--- config.mk ---
export PLATFORM = sky130hd
export DESIGN_NAME = float_led_pulse_sequencer
export DESIGN_NICKNAME = d
export VERILOG_FILES = /design/src/common/float_seq_pkg.sv /design/src/verilog/float_accumulator.sv /design/src/verilog/float_led_pulse_sequencer.sv
export VERILOG_INCLUDE_DIRS = /design/src /design/src/common
export SDC_FILE = /design/constraint.sdc
export NUM_CORES = 1
export LEC_CHECK = 0
export BUFFER_PORTS_ARGS = -buffer_cell sky130_fd_sc_hd__buf_2
export CORE_MARGIN = 4
export CORE_UTILIZATION = 53
export DETAILED_ROUTE_END_ITERATION = 6
export GPL_TIMING_DRIVEN = 0
export HOLD_SLACK_MARGIN = 0.1
export PLACE_DENSITY = 0.72
export SYNTH_ARGS = -nofsm -noshare
export SYNTH_HDL_FRONTEND = slang
export SYNTH_SLANG_ARGS = --single-unit
--- constraint.sdc ---
create_clock -name mclk_i -period 4.3 [get_ports mclk_i]
set_clock_uncertainty 0.1 [all_clocks]
set_input_delay 1.075 -clock mclk_i [delete_from_list [all_inputs] [get_ports mclk_i]]
set_output_delay 1.075 -clock mclk_i [all_outputs]
set_load 0.05 [all_outputs]
--- src/common/float_seq_regs.svh ---
`ifndef FLOAT_SEQ_REGS_SVH
`define FLOAT_SEQ_REGS_SVH

// register byte addresses
`define LED_SRC_SEL_ADDR    8'h14
`define A_FLOAT_CFG_ADDR    8'h3e
`define B_FLOAT_CFG_ADDR    8'h3f
`define A_AMP_REF_ADDR      8'h42
`define A_FE_PATH_ADDR      8'h43
`define B_AMP_REF_ADDR      8'h44
`define B_FE_PATH_ADDR      8'h45
`define CATHODE_CTRL_ADDR   8'h54
`define PAIR_MATH_ADDR      8'h58
`define B_FLOAT_EN_ADDR     8'h59
`define FIRE_MASK_ADDR      8'h5a
`define A_FLOAT_EN_ADDR     8'h5e

// storage index of each register
`define IDX_LED_SRC         4'h0
`define IDX_A_FLOAT_CFG     4'h1
`define IDX_B_FLOAT_CFG     4'h2
`define IDX_A_AMP_REF       4'h3
`define IDX_A_FE_PATH       4'h4
`define IDX_B_AMP_REF       4'h5
`define IDX_B_FE_PATH       4'h6
`define IDX_CATHODE         4'h7
`define IDX_PAIR_MATH       4'h8
`define IDX_B_FLOAT_EN      4'h9
`define IDX_FIRE_MASK       4'ha
`define IDX_A_FLOAT_EN      4'hb
`define IDX_NONE            4'hf
`define NUM_REGS            12

// field positions (slot b adds the stated step)
`define LED_SRC_LSB         0
`define LED_SRC_STEP        2
`define FLOAT_EN_LSB        13
`define FIRST_MATH_LSB      1
`define SECOND_MATH_LSB     8
`define MATH_SLOT_B_STEP    4
`define MATH_SLOT_B_STEP2   2
`define AMP_REF_LSB         4
`define CATHODE_SEL_LSB     8
`define CATHODE_SEL_STEP    2
`define CATHODE_OVR_BIT     7
`define FIRE_MASK_LSB       8
`define FIRE_MASK_STEP      4
`define FLOAT_CHOICE_LSB    14

// field values
`define FLOAT_SRC_VALUE     2'h0
`define FLOAT_EN_VALUE      2'h3

// widths and reset values
`define ADC_W               14
`define ACC_W               27
`define REG_RESET           16'h0000

`endif

--- src/common/float_seq_pkg.sv ---
`include "float_seq_regs.svh"

package float_seq_pkg;

  // sequencer states, gray coded along idle-run-drain-write
  typedef enum logic [1:0]
  {
    IDLE_S  = 2'b00,
    RUN_S   = 2'b01,
    DRAIN_S = 2'b11,
    WRITE_S = 2'b10
  } seq_state_type;

  typedef logic [`NUM_REGS-1:0][15:0] reg_bank_type;

  typedef struct packed
  {
    seq_state_type            fsm;
    logic                     slot;
    logic [1:0]               pos;
    logic [7:0]               left;
    reg_bank_type             regs;
    logic [15:0]              rdata;
    logic [2:0]               led;
    logic                     floating;
    logic                     acc_clr;
    logic                     acc_en;
    logic                     acc_sub;
    logic [`ADC_W-1:0]        sample;
    logic [`ACC_W-1:0]        result;
    logic                     result_valid;
    logic [15:0]              fe_path;
    logic [1:0]               amp_ref;
    logic [1:0]               cathode_sel;
    logic                     cathode_ovr;
  } seq_regs_type;

  typedef struct packed
  {
    logic [`ACC_W-1:0] acc;
  } acc_regs_type;

endpackage : float_seq_pkg

--- src/verilog/float_accumulator.sv ---
`timescale 1ns/1ps
`include "float_seq_regs.svh"

module float_accumulator
  import float_seq_pkg::*;
(
  // clock and reset
  input  wire logic                mclk_i,
  input  wire logic                resetn_i,
  // control
  input  wire logic                clr_i,
  input  wire logic                en_i,
  input  wire logic                sub_i,
  input  wire logic [`ADC_W-1:0]   sample_i,
  // result
  output logic      [`ACC_W-1:0]   acc_o
);

  acc_regs_type st_r;
  acc_regs_type st_nxt;
  logic [`ACC_W-1:0] ext;

  // samples are signed, so widen by sign extension
  always_comb
  begin
    st_nxt = st_r;
    ext    = {{(`ACC_W-`ADC_W){sample_i[`ADC_W-1]}}, sample_i};
    if (clr_i)
    begin
      st_nxt.acc = '0;
    end
    else if (en_i)
    begin
      st_nxt.acc = sub_i ? st_r.acc - ext : st_r.acc + ext;
    end
  end

  always_ff @(posedge mclk_i or negedge resetn_i)
  begin
    if (!resetn_i)
    begin
      st_r <= '0;
    end
    else
    begin
      st_r <= st_nxt;
    end
  end

  assign acc_o = st_r.acc;

endmodule : float_accumulator

--- src/verilog/float_led_pulse_sequencer.sv ---
`timescale 1ns/1ps
`include "float_seq_regs.svh"

module float_led_pulse_sequencer
  import float_seq_pkg::*;
(
  // clock and reset
  input  wire logic                mclk_i,
  input  wire logic                resetn_i,
  // register port
  input  wire logic [7:0]          reg_addr_i,
  input  wire logic [15:0]         reg_wdata_i,
  input  wire logic                reg_we_i,
  input  wire logic                reg_re_i,
  output logic      [15:0]         reg_rdata_o,
  // timing core
  input  wire logic                slot_start_i,
  input  wire logic                slot_sel_i,
  input  wire logic [7:0]          pulse_count_i,
  input  wire logic                led_window_i,
  input  wire logic                connect_i,
  // converter
  input  wire logic                pulse_done_i,
  input  wire logic [`ADC_W-1:0]   adc_data_i,
  // led and analog controls
  output logic      [2:0]          led_fire_o,
  output logic                     float_o,
  output logic      [15:0]         front_end_path_o,
  output logic      [1:0]          amp_reference_select_o,
  output logic      [1:0]          cathode_bias_select_o,
  output logic                     cathode_override_enable_o,
  // result write
  output logic      [`ACC_W-1:0]   result_o,
  output logic                     result_valid_o
);

  seq_regs_type      st_r;
  seq_regs_type      st_nxt;
  logic [`ACC_W-1:0] acc;
  logic              mode_ok;
  logic              fire_now;
  logic              sub_now;
  logic [1:0]        choice;

  ////////////////////////////////////////////////////////////////////////////
  // helpers

  function automatic logic [3:0] addr_index(input logic [7:0] a);
    case (a)
      `LED_SRC_SEL_ADDR:  addr_index = `IDX_LED_SRC;
      `A_FLOAT_CFG_ADDR:  addr_index = `IDX_A_FLOAT_CFG;
      `B_FLOAT_CFG_ADDR:  addr_index = `IDX_B_FLOAT_CFG;
      `A_AMP_REF_ADDR:    addr_index = `IDX_A_AMP_REF;
      `A_FE_PATH_ADDR:    addr_index = `IDX_A_FE_PATH;
      `B_AMP_REF_ADDR:    addr_index = `IDX_B_AMP_REF;
      `B_FE_PATH_ADDR:    addr_index = `IDX_B_FE_PATH;
      `CATHODE_CTRL_ADDR: addr_index = `IDX_CATHODE;
      `PAIR_MATH_ADDR:    addr_index = `IDX_PAIR_MATH;
      `B_FLOAT_EN_ADDR:   addr_index = `IDX_B_FLOAT_EN;
      `FIRE_MASK_ADDR:    addr_index = `IDX_FIRE_MASK;
      `A_FLOAT_EN_ADDR:   addr_index = `IDX_A_FLOAT_EN;
      default:            addr_index = `IDX_NONE;
    endcase
  endfunction : addr_index

  // two-bit field of a register, shifted by a per-slot step
  function automatic logic [1:0] field2(input logic [15:0] v, input int lsb);
    field2 = v[lsb +: 2];
  endfunction : field2

  // pair math: bit1 set subtracts earlier pulse, bit0 set subtracts later one
  function automatic logic pos_subtract(input logic [15:0] m, input logic s,
                                        input logic [1:0] p);
    logic [1:0] f;
    if (p[1])
      f = field2(m, s ? `SECOND_MATH_LSB + `MATH_SLOT_B_STEP2 : `SECOND_MATH_LSB);
    else
      f = field2(m, s ? `FIRST_MATH_LSB + `MATH_SLOT_B_STEP : `FIRST_MATH_LSB);
    pos_subtract = p[0] ? f[0] : f[1];
  endfunction : pos_subtract

  ////////////////////////////////////////////////////////////////////////////
  // per-slot decode of the active configuration

  always_comb
  begin
    mode_ok =
      (field2(st_r.regs[`IDX_LED_SRC], slot_sel_i ? `LED_SRC_STEP : `LED_SRC_LSB)
        == `FLOAT_SRC_VALUE) &&
      (field2(st_r.regs[slot_sel_i ? `IDX_B_FLOAT_EN : `IDX_A_FLOAT_EN],
        `FLOAT_EN_LSB) == `FLOAT_EN_VALUE);
    // mask is active low, pulse one in the lowest bit
    fire_now = !st_r.regs[`IDX_FIRE_MASK][`FIRE_MASK_LSB
                 + (st_r.slot ? `FIRE_MASK_STEP : 0) + st_r.pos];
    sub_now  = pos_subtract(st_r.regs[`IDX_PAIR_MATH], st_r.slot, st_r.pos);
    choice   = field2(st_r.regs[st_r.slot ? `IDX_B_FLOAT_CFG : `IDX_A_FLOAT_CFG],
                      `FLOAT_CHOICE_LSB);
  end

  ////////////////////////////////////////////////////////////////////////////
  // next state

  always_comb
  begin
    st_nxt              = st_r;
    st_nxt.acc_clr      = 1'b0;
    st_nxt.acc_en       = 1'b0;
    st_nxt.result_valid = 1'b0;
    st_nxt.led          = 3'b000;

    // register writes; unmapped addresses are ignored
    if (reg_we_i && addr_index(reg_addr_i) != `IDX_NONE)
    begin
      st_nxt.regs[addr_index(reg_addr_i)] = reg_wdata_i;
    end
    // unmapped reads return zero
    if (reg_re_i)
    begin
      st_nxt.rdata = (addr_index(reg_addr_i) == `IDX_NONE) ? 16'h0000
                   : st_r.regs[addr_index(reg_addr_i)];
    end

    case (st_r.fsm)
      IDLE_S:
      begin
        // a zero pulse count would wrap and run 256 pulses, so such a start is dropped
        if (slot_start_i && mode_ok && pulse_count_i != 8'h00)
        begin
          st_nxt.fsm     = RUN_S;
          st_nxt.slot    = slot_sel_i;
          st_nxt.pos     = 2'b00;
          st_nxt.left    = pulse_count_i;
          st_nxt.acc_clr = 1'b1;
        end
      end
      RUN_S:
      begin
        // led only lights in positions the mask selects
        if (led_window_i && fire_now)
        begin
          st_nxt.led = {choice == 2'h3, choice == 2'h2, choice == 2'h1};
        end
        if (pulse_done_i)
        begin
          st_nxt.acc_en  = 1'b1;
          st_nxt.acc_sub = sub_now;
          st_nxt.sample  = adc_data_i;
          st_nxt.pos     = st_r.pos + 2'b01;
          st_nxt.left    = st_r.left - 8'h01;
          if (st_r.left == 8'h01)
          begin
            st_nxt.fsm = DRAIN_S;
          end
        end
      end
      // one cycle for the last sample to reach the accumulator
      DRAIN_S:
      begin
        st_nxt.fsm = WRITE_S;
      end
      WRITE_S:
      begin
        st_nxt.result       = acc;
        st_nxt.result_valid = 1'b1;
        st_nxt.fsm          = IDLE_S;
      end
      default:
      begin
        st_nxt.fsm = IDLE_S;
      end
    endcase

    // photodiode floats whenever the sequence runs and no charge dump is on
    st_nxt.floating = (st_nxt.fsm == RUN_S) && !connect_i;

    // analog settings of the slot last started, plus the shared override, re-read from the registers every cycle
    st_nxt.fe_path     = st_r.regs[st_r.slot ? `IDX_B_FE_PATH : `IDX_A_FE_PATH];
    st_nxt.amp_ref     = field2(st_r.regs[st_r.slot ? `IDX_B_AMP_REF : `IDX_A_AMP_REF],
                                `AMP_REF_LSB);
    st_nxt.cathode_sel = field2(st_r.regs[`IDX_CATHODE], st_r.slot
                           ? `CATHODE_SEL_LSB + `CATHODE_SEL_STEP
                           : `CATHODE_SEL_LSB);
    st_nxt.cathode_ovr = st_r.regs[`IDX_CATHODE][`CATHODE_OVR_BIT];
  end

  always_ff @(posedge mclk_i or negedge resetn_i)
  begin
    if (!resetn_i)
    begin
      st_r      <= '0;
      st_r.regs <= {`NUM_REGS{`REG_RESET}};
    end
    else
    begin
      st_r <= st_nxt;
    end
  end

  ////////////////////////////////////////////////////////////////////////////
  // accumulator

  float_accumulator u_acc
  (
    .mclk_i   (mclk_i),
    .resetn_i (resetn_i),
    .clr_i    (st_r.acc_clr),
    .en_i     (st_r.acc_en),
    .sub_i    (st_r.acc_sub),
    .sample_i (st_r.sample),
    .acc_o    (acc)
  );

  // outputs straight from the state flops
  assign reg_rdata_o               = st_r.rdata;
  assign led_fire_o                = st_r.led;
  assign float_o                   = st_r.floating;
  assign front_end_path_o          = st_r.fe_path;
  assign amp_reference_select_o    = st_r.amp_ref;
  assign cathode_bias_select_o     = st_r.cathode_sel;
  assign cathode_override_enable_o = st_r.cathode_ovr;
  assign result_o                  = st_r.result;
  assign result_valid_o            = st_r.result_valid;
endmodule : float_led_pulse_sequencer
After elaboration in Yosys (flattened, before gate mapping)
Index checks and enable logic that the tools add are counted.
{"block": "word_totals", "in_bits": 55, "ff_bits": 318}
{"block": "classes", "n_eq_ne": 25, "n_addsub": 6, "magnitude_cmp": 8, "n_reduce_logical": 17, "n_mux": 45, "shift": 4}
{"cell": "$bmux 16 s4", "n": 5}
{"cell": "$bwmux 192", "n": 1}
{"cell": "$mux 16", "n": 7}
{"cell": "$mux 27", "n": 3}
{"cell": "$eq 8x7->1 const B", "n": 9}
{"cell": "$demux 16 s4", "n": 1}
{"cell": "$pmux 4 s12", "n": 1}
{"cell": "$shiftx 16x32->2", "n": 1}
{"cell": "$add 27x27->27", "n": 1}
{"cell": "$sub 27x27->27", "n": 1}
{"cell": "$pmux 10 s2", "n": 1}
{"cell": "$eq 8x6->1 const B", "n": 2}
{"cell": "$mux 2", "n": 8}
{"cell": "$shiftx 16x3->2", "n": 1}
{"cell": "$shiftx 16x4->2", "n": 1}
{"cell": "$shiftx 16x5->2", "n": 1}
{"cell": "$lt 4x5->1 const B", "n": 3}
{"cell": "$mux 15", "n": 1}
{"cell": "$mux 3", "n": 5}
{"cell": "$mux 13", "n": 1}
{"cell": "$eq 2x2->1 const B", "n": 5}
{"cell": "$lt 3x5->1 const B", "n": 2}
{"cell": "$mux 10", "n": 1}
{"cell": "$eq 8x1->1 const B", "n": 1}
{"cell": "other kinds (24)", "n": 42}

Longest topological paths before layout
Gate-level depths: netlist of the first run.
{"block": "logic_depth", "word_depth": 11, "depth_mapped": 15, "depth_no_buf": 15}

By module
A second synthesis of the first run with hierarchy kept.
{"block": "hier_totals", "hier_cells": 1377, "hier_area_um2": 16403.2}
{"mod": "float_led_pulse_sequencer", "area_each_um2": 13628.1, "cells_each": 1055, "n_inst": 1, "seq_area_each_um2": 7282.0}
{"mod": "float_accumulator", "area_each_um2": 2775.2, "cells_each": 322, "n_inst": 1, "seq_area_each_um2": 675.6}

Worst setup path after synthesis of the first run
OpenSTA, ideal clock, no wires.
{"block": "synth_path", "kind": "register to register", "startpoint": "reg st_r[55] (netlist name)", "endpoint": "reg u_acc.st_r, in the netlist u_acc.acc_o[22]", "synth_period_minus_slack_ns": 3.813, "setup_time_ns": 0.126, "path_slack_ns": 0.487, "required_time_ns": 4.074, "path_stages_with_launch": 16, "arrival_ns": 3.587, "path_cell_list": "dfrtp_1 or4_1 nor4b_1 nand2b_1 nor4_1 nor3_1 nor2_1 ha_1 a21oi_1 o21a_1 o211ai_1 a41oi_1 o21ai_0 a21oi_1 nor4b_1 a221o_1"}
{"block": "synth_via", "elab_chain_len": 4}
{"element": "from (decl)", "line": "float_led_pulse_sequencer.sv:37", "text": "seq_regs_type st_r;"}
{"element": "from (signal assigned)", "line": "float_led_pulse_sequencer.sv:195", "text": "st_r <= st_nxt;"}
{"element": "$add 27x27->27 or $sub 27x27->27 (tied branches)", "line": "float_accumulator.sv:34", "text": "st_nxt.acc = sub_i ? st_r.acc - ext : st_r.acc + ext;"}
{"element": "$mux 27 (*)", "line": "float_accumulator.sv:34"}
{"element": "$mux 27 (*)", "line": "float_accumulator.sv:32", "text": "else if (en_i)"}
{"element": "$mux 27 (*)", "line": "float_accumulator.sv:28", "text": "if (clr_i)"}
{"element": "to (signal assigned)", "line": "float_accumulator.sv:46", "text": "st_r <= st_nxt;"}
{"element": "to (decl)", "line": "float_accumulator.sv:19", "text": "acc_regs_type st_r;"}
Mark *: on every way between the ends. The rest lies on a longest branch, timed or not. The select of a mux whose other input is x is not followed.
A chain may end at the register's enable or synchronous reset.

Final worst setup path of the first run
{"block": "layout_path", "startpoint": "reg st_r[54] (netlist name)", "endpoint": "reg u_acc.st_r, in the netlist u_acc.acc_o[22]"}
Same word-level chain as after synthesis.

==> results of run 1 <==
[cell type report]
class / count / area [um^2]
repair buffers: 123 / 696
clock inverters: 16 / 221
well taps: 390 / 488
clock buffers: 46 / 957
flip-flops and latches: 318 / 7960
inverters: 25 / 93.8
plain buffers: 149 / 876
multi-input cells: 851 / 7120
diodes: 2 / 5.00
fillers: 2368 / 11300
[worst paths after layout]
| kind | slack [ps] | cells after the start | to |
|---|---|---|---|
| min in group asynchronous | 420 | 1 | result_o[1] |
| max in group asynchronous | 2700 | 2 | st_r[194] |
| worst max-delay path | 220 | 15 | u_acc.acc_o[22] |
| worst min-delay path | 340 | 0 | cathode_override_enable_o |
| worst max register to register | 220 | 15 | u_acc.acc_o[22] |
| worst min register to register | 340 | 0 | cathode_override_enable_o |
[per-stage QoR]
stage	setup slack (ps)	utilization [%]	power (mW)
global route	8.74	62.0	6.64
CTS	46.5	61.8	6.48
floorplan	487	-	3.24
finish	222	62.0	6.42
detailed placement	-424	57.8	3.40
global placement	-3950	57.5	3.39
[cell usage in the layout (no fill, tap or decap), types with 29 or more instances in the layout]
cell type  instances
nand2_1           41
o21ai_0           35
clkbuf_16         35
mux2_2           251
ha_1              29
nor2_1            62
a21oi_1           59
a22oi_1           35
buf_4             75
buf_2            137
dfrtp_1          318
clkbuf_1          58
[routing by layer]
layer / GRT usage, % / vias to the layer above
met1: 32.2 / 5758
met5: 0 / -
met4: 8.29 / 0
li1: - / 5225
met3: 3.55 / 96
met2: 42.0 / 373
[state kept, by name (all words and copies together), names as in the netlist]
register and count:
amp_reference_select_o 2, cathode_bias_select_o 2, cathode_override_enable_o 1, float_o 1, front_end_path_o 16, led_fire_o 3, reg_rdata_o 16, result_o 27
result_valid_o 1, st_nxt 1, st_r 221, u_acc.acc_o 27
[where the power goes]
part | switching (mW) | internal, mW | total [mW]
sequential | 0.0182 | 3.02 | 3.04
combinational | 0.208 | 0.0982 | 0.307
clock | 1.24 | 1.83 | 3.08
total | 1.47 | 4.95 | 6.42
[worst reg2reg max path: stages (launching register included)]
cell	delay, ps
dfrtp_1	420
or4_4	570
nor4b_4	300
nand2b_1	150
nor4_4	230
nor3_2	150
nor2_1	140
ha_1	300
a21oi_1	160
o21a_1	200
o211ai_1	200
a41oi_2	340
o21ai_1	130
a21oi_1	230
nor4b_1	80
a221o_1	270
[logic make-up after synthesis]
| family | synth area share (%) |
|---|---|
| buffers and inverters | 6.08 |
| muxes | 19.4 |
| xor gates and xnor gates | 1.53 |
| DFF | 49.8 |
| and+or+nand+nor | 7.23 |
| adders and majority gates | 2.39 |
| AOI/OAI and AO/OA | 13.6 |
[repair_timing]
item	4_1_cts	5_1_grt
buffers inserted	1	0
pin swaps	1	1
hold buffers	0	0
endpoints found under the setup margin	5	3
gates resized for setup	5	9
cloned	0	0
==> out/metrics.csv, run 1 <==
stage,metric,value,unit
run_status,status,"complete, no violations",
clock_network,root buf cell,clkbuf_16,
sta,endpoints failing setup,0,
routing,WL met2,20300,um
synthesis,Syn Nets,1429,
clock_network,H-Tree Depth,2,
critical_path,Worst EP arrival,4380,ps
sta,min Tclk post-route,4080,ps
grt,initial antenna violation count,2,
synthesis,Ys Warns,0,
grt,vias in the first global route,11800,
power,cell area power density,349,nW/um^2
synthesis,Mean Syn Cell Area,11.9,um^2
sta,RSZ-0062 raised after global routing,no,
synthesis,commonest cells in the netlist,"dfrtp_1, mux2_2, buf_4, nor2_1, a21oi_1",
clock_network,Max clock buf depth,3,
grt,largest net degree at the start of global routing,110,
critical_path,most numerous cell on the critical path,a21oi_1,
finish,Layout Nets,1588,
synthesis,"count leader, synth",dfrtp_1,
critical_path,CP max FO,7,
flow_run,max cap viols,0,
placement,dpl cells,1856,
placement,Post-DP HPWL,28700,um
sta,final hold viol count,0,
critical_path,crit-path cells,"or4_4, nor4b_4, nand2b_1, nor4_4, nor3_2, nor2_1, ha_1, a21oi_1, o21a_1, o211ai_1, a41oi_2, o21ai_1, a21oi_1, nor4b_1, a221o_1",
sta,max-slew violation count,0,
synthesis,count of different cell masters after synthesis,76,
grt,first-pass GRT wire length,64700,um
synthesis,Yosys reg bits,318,
synthesis,sequential share of the synthesized area,49.8,%
sta,Final period util,94.8,%
synthesis,Post-synth EDFFs,0,
synthesis,main area contributors after synthesis,"dfrtp_1, mux2_2, buf_4",
floorplan,Die Height,182,um
critical_path,Setup crit start kind,flip-flop,
floorplan,full die area,33000,um^2
sta,Worst Tran Pin Value,1050,ps
routing,Final ANT Viol Nets,0,
finish,area delta synth->final,15.2,%
worst_hold_path,Min-Delay Startpoint,st_nxt[0],
synthesis,asr flop ratio synth,100,%
clock_network,total CTS buffers,35,
critical_path,Crit path max-delay family,simple AND/OR/NAND/NOR gates,
critical_path,element type at the critical path end,flip-flop,
synthesis,Synth area leader,dfrtp_1,
floorplan,core area,29700,um^2
routing,WL final,41000,um
worst_hold_path,HP Class,reg2reg,
routing,initial DRC count,835,
grt,Total GRT Usage,24.5,%
critical_path,Worst Path Buf+Inv,0,
sta,Setup TNS Final,0,ps
critical_path,Critical Path Start,st_r[54],
power,Leak,9.15,nW
synthesis,"Primary FF master, synth",dfrtp_1,
clock_network,clk sinks,318,
routing,met1 wire length,17200,um
critical_path,Worst Path Required,4600,ps
sta,maximum clock frequency,245,MHz
routing,WL/cell,21.3,um
routing,Top Layer Used,met4,
floorplan,row cnt,63,
floorplan,Die Wd,182,um
floorplan,IO Pins,124,
sta,Slew HR,30.2,%
placement,Placed Area,17200,um^2
power,VDD IR-drop max,0.000316,V
finish,layout cell share with drive strength beyond 1,36.6,%
routing,DRC Markers,0,
grt,GR Overflow Total,0,
routing,via density per instance,5.96,
synthesis,share of the synthesized area in the top cell type,49.8,%
synthesis,Gate Count Post-Synth,1344,
sta,Final Hold Slack,342,ps
clock_network,"CTS clk-pin slew, worst paths",60,ps
critical_path,Max stage delay on crit path,570,ps
critical_path,Crit-path slowest cell,or4_4,
placement,Routability Congestion,0.897,
floorplan,Initial Util,53.8,%
finish,design area,18400,um^2
finish,final cell count without fillers,1920,
routing,met3 wire len,2110,um
critical_path,CP Class,reg2reg,
placement,IO buf count,119,
critical_path,RR Startpoint,st_r[54],
routing,drt first pass iters,5,
clock_network,TritonCTS clock tree,yes,
routing,DR vias,11500,
clock_network,Skew-Pair Late Insertion Delay,530,ps
synthesis,mapped cell area,16000,um^2
Note: power is estimated with default switching activity, not from simulation.
==> run 2, diff against run 1 <==
PLACE_DENSITY = 0.75   (was 0.72)
RECOVER_POWER = 25   (was unset)
clock period = 3.3 ns   (was 4.3 ns; I/O delays follow)
==> run 2 against run 1 <==
Net effect: sequential power rose by 30%; first-iteration DRC count rose by 11%; highest routed layer unchanged; largest power group unchanged; clock-buffer cell count did not move; design area rose by 4.0%; the run now ends with setup timing left; largest cell class unchanged.
==> out/metrics.csv, run 2 (synthesized netlist as in run 1, its figures left out) <==
stage,metric,value,unit,change
sta,Final period util,117,%,was 94.8%
routing,DRC Markers,0,,unchanged
critical_path,Setup crit start kind,flip-flop,,unchanged
power,Net Sw Power,1.89,mW,was 1.47 mW
power,cell area power density,451,nW/um^2,was 349 nW/um^2
grt,vias in the first global route,12000,,"was 11,800"
finish,most frequent cells in the layout,"dfrtp_1, mux2_2, buf_2",,unchanged
clock_network,Skew-Pair Late Insertion Delay,520,ps,was 530 ps
finish,design area,19100,um^2,"was 18,400 um^2"
sta,min Tclk post-route,3870,ps,was 4080 ps
power,VDD IR-drop max,0.000357,V,was 0.000316 V
critical_path,Worst Path Buf+Inv,0,,unchanged
clock_network,TritonCTS clock tree,yes,,unchanged
sta,final worst slack,-569,ps,was 222 ps
clock_network,H-Tree Depth,2,,unchanged
clock_network,total CTS buffers,35,,unchanged
routing,Final ANT Viol Nets,0,,unchanged
grt,GR Overflow Total,0,,unchanged
clock_network,root buf cell,clkbuf_16,,unchanged
clock_network,clk sinks,318,,unchanged
grt,largest net degree at the start of global routing,123,,was 110
critical_path,element type at the critical path end,flip-flop,,unchanged
critical_path,Crit path max-delay family,compound AO/OA/AOI/OAI gates,,was simple AND/OR/NAND/NOR gates
placement,Post-DP HPWL,28700,um,about the same
sta,RSZ-0062 raised after global routing,yes,,was no
power,Sequential Power Share,45.8,%,was 47.3%
finish,Biggest register,st_r,,unchanged
power,Pint,6.75,mW,was 4.95 mW
clock_network,Hold Buf Count CTS,0,,unchanged
routing,drt first pass iters,5,,unchanged
finish,Layout Utilization,64.4,%,was 62.0%
sta,Slew HR,9.54,%,was 30.2%
finish,Antenna Cells,0,,was 2
clock_network,"CTS clk-pin slew, worst paths",60,ps,about the same
sta,endpoints failing setup,135,,was 0
floorplan,full die area,33000,um^2,unchanged
sta,Worst Tran Pin Value,1360,ps,was 1050 ps
placement,Placed Area,17200,um^2,about the same
critical_path,Worst EP arrival,4140,ps,was 4380 ps
run_status,violated checks,setup timing,,
critical_path,Crit-path slowest cell,or4_4,,unchanged
sta,max-slew violation count,0,,unchanged
finish,Layout Nets,1624,,"was 1,588"
critical_path,CP max FO,4,,was 7
grt,Total GRT Usage,24.7,%,was 24.5%
floorplan,Initial Util,53.8,%,unchanged
power,clock power share,49.6,%,was 47.9%
finish,layout cell share with drive strength beyond 1,41.6,%,was 36.6%
power,Leak,9.45,nW,was 9.15 nW
floorplan,IO Pins,124,,unchanged
routing,DR vias,11900,,"was 11,500"
run_status,status,finished with violations,,"was complete, no violations"
routing,initial DRC count,925,,was 835
critical_path,Worst Path Required,3570,ps,was 4600 ps
power,combinational group share of total power,4.6,%,was 4.8%
grt,initial antenna violation count,0,,was 2
sta,maximum clock frequency,258,MHz,was 245 MHz
critical_path,crit-path cells,"or4_4, nor4b_4, nand2b_1, nor4_4, o21a_1, nor2_1, ha_1, a21oi_2, o21a_1, o211ai_1, a41oi_2, o221ai_2, mux2i_1, a21o_1, a21oi_2",,"was or4_4, nor4b_4, nand2b_1, nor4_4, nor3_2, nor2_1, ha_1, a21oi_1, o21a_1, o211ai_1, a41oi_2, o21ai_1, a21oi_1, nor4b_1, a221o_1"
finish,"commonest non-fill, non-tap cell in the layout",dfrtp_1,,unchanged
floorplan,core area,29700,um^2,unchanged
finish,number of flip-flops in the largest register,221,,unchanged
floorplan,Die Height,182,um,unchanged
placement,IO buf count,119,,unchanged
floorplan,Die Wd,182,um,unchanged
critical_path,Max stage delay on crit path,560,ps,was 570 ps
finish,area delta synth->final,19.7,%,was 15.2%
critical_path,CP Class,reg2reg,,unchanged
clock_network,Max clock buf depth,3,,unchanged
sta,Final Hold Slack,324,ps,was 342 ps
flow_run,max cap viols,0,,unchanged
placement,DP Worst Slack,-961,ps,was -424 ps
routing,via density per instance,6.11,,was 5.96
routing,WL final,42600,um,"was 41,000 um"
routing,WL/cell,21.8,um,was 21.3 um
floorplan,row cnt,63,,unchanged
worst_hold_path,HP Class,reg2reg,,unchanged
power,switching share of power,21.8,%,was 22.9%
placement,Routability Congestion,0.948,,was 0.897
sta,final hold viol count,0,,unchanged
grt,first-pass GRT wire length,65300,um,"was 64,700 um"
run 2: changes by cell type in the layout (fill, tap and decap cells not counted), sizes merged:
cell    previous run  this run
diode              2         0
inv               28        25
buf              221       254
clkinv             9         6
bufinv             4         8
clkbuf            97       100
run 2: per-layer routing:
| metal | wire [um] | GRT usage, % | vias up |
|---|---|---|---|
| met5 | 0 | 0 | - |
| li1 | - | - | 5309 |
| met1 | 17900 | 32.3 | 6053 |
| met4 | 1650 | 9.67 | 0 |
| met3 | 2270 | 4.05 | 122 |
| met2 | 20800 | 41.6 | 441 |
run 2: worst paths after layout:
kind                            startpoint                   endpoint  slack [ps]  depth (start not counted)
worst max-delay path              st_r[55]            u_acc.acc_o[26]        -570                         15
worst min-delay path             st_nxt[0]  cathode_override_enable_o         320                          0
worst max register to register    st_r[55]            u_acc.acc_o[26]        -570                         15
worst min register to register   st_nxt[0]  cathode_override_enable_o         320                          0
max in group asynchronous         resetn_i                  st_r[129]        -150                          4
min in group asynchronous         resetn_i                result_o[3]         510                          1
run 2: cell type report:
type	instances	area, um^2
Buffer	149	885
Tap cell	390	488
Clock buffer	46	967
Inverter	25	93.8
Timing Repair Buffer	159	955
Clock inverter	14	297
Sequential cell	318	7960
Multi-Input combinational cell	851	7500
Fill cell	2247	10600
run 2: timing repair:
action,CTS,global route
pin swaps,36,42
gates resized for setup,40,54
buffers inserted,19,19
endpoints found under the setup margin,36,65
run 2: power groups by stage:
stage               Sequential (mW)  Combinational [mW]  Clock, mW
floorplan                      4.02               0.208          0
CTS                            3.96               0.403       4.34
detailed placement             4.03               0.399          0
global route                   3.96               0.431       4.49
global placement               4.03               0.380          0
finish                         3.96               0.395       4.28
run 2: stage by stage:
step                power [mW]   TNS, ps  instances
floorplan                 4.23      -986       1344
global placement          4.41  -1524850       1853
detailed placement        4.43    -66220       1856
CTS                       8.70     -4470       1934
global route              8.89    -92270       1952
finish                    8.64    -18690       1952
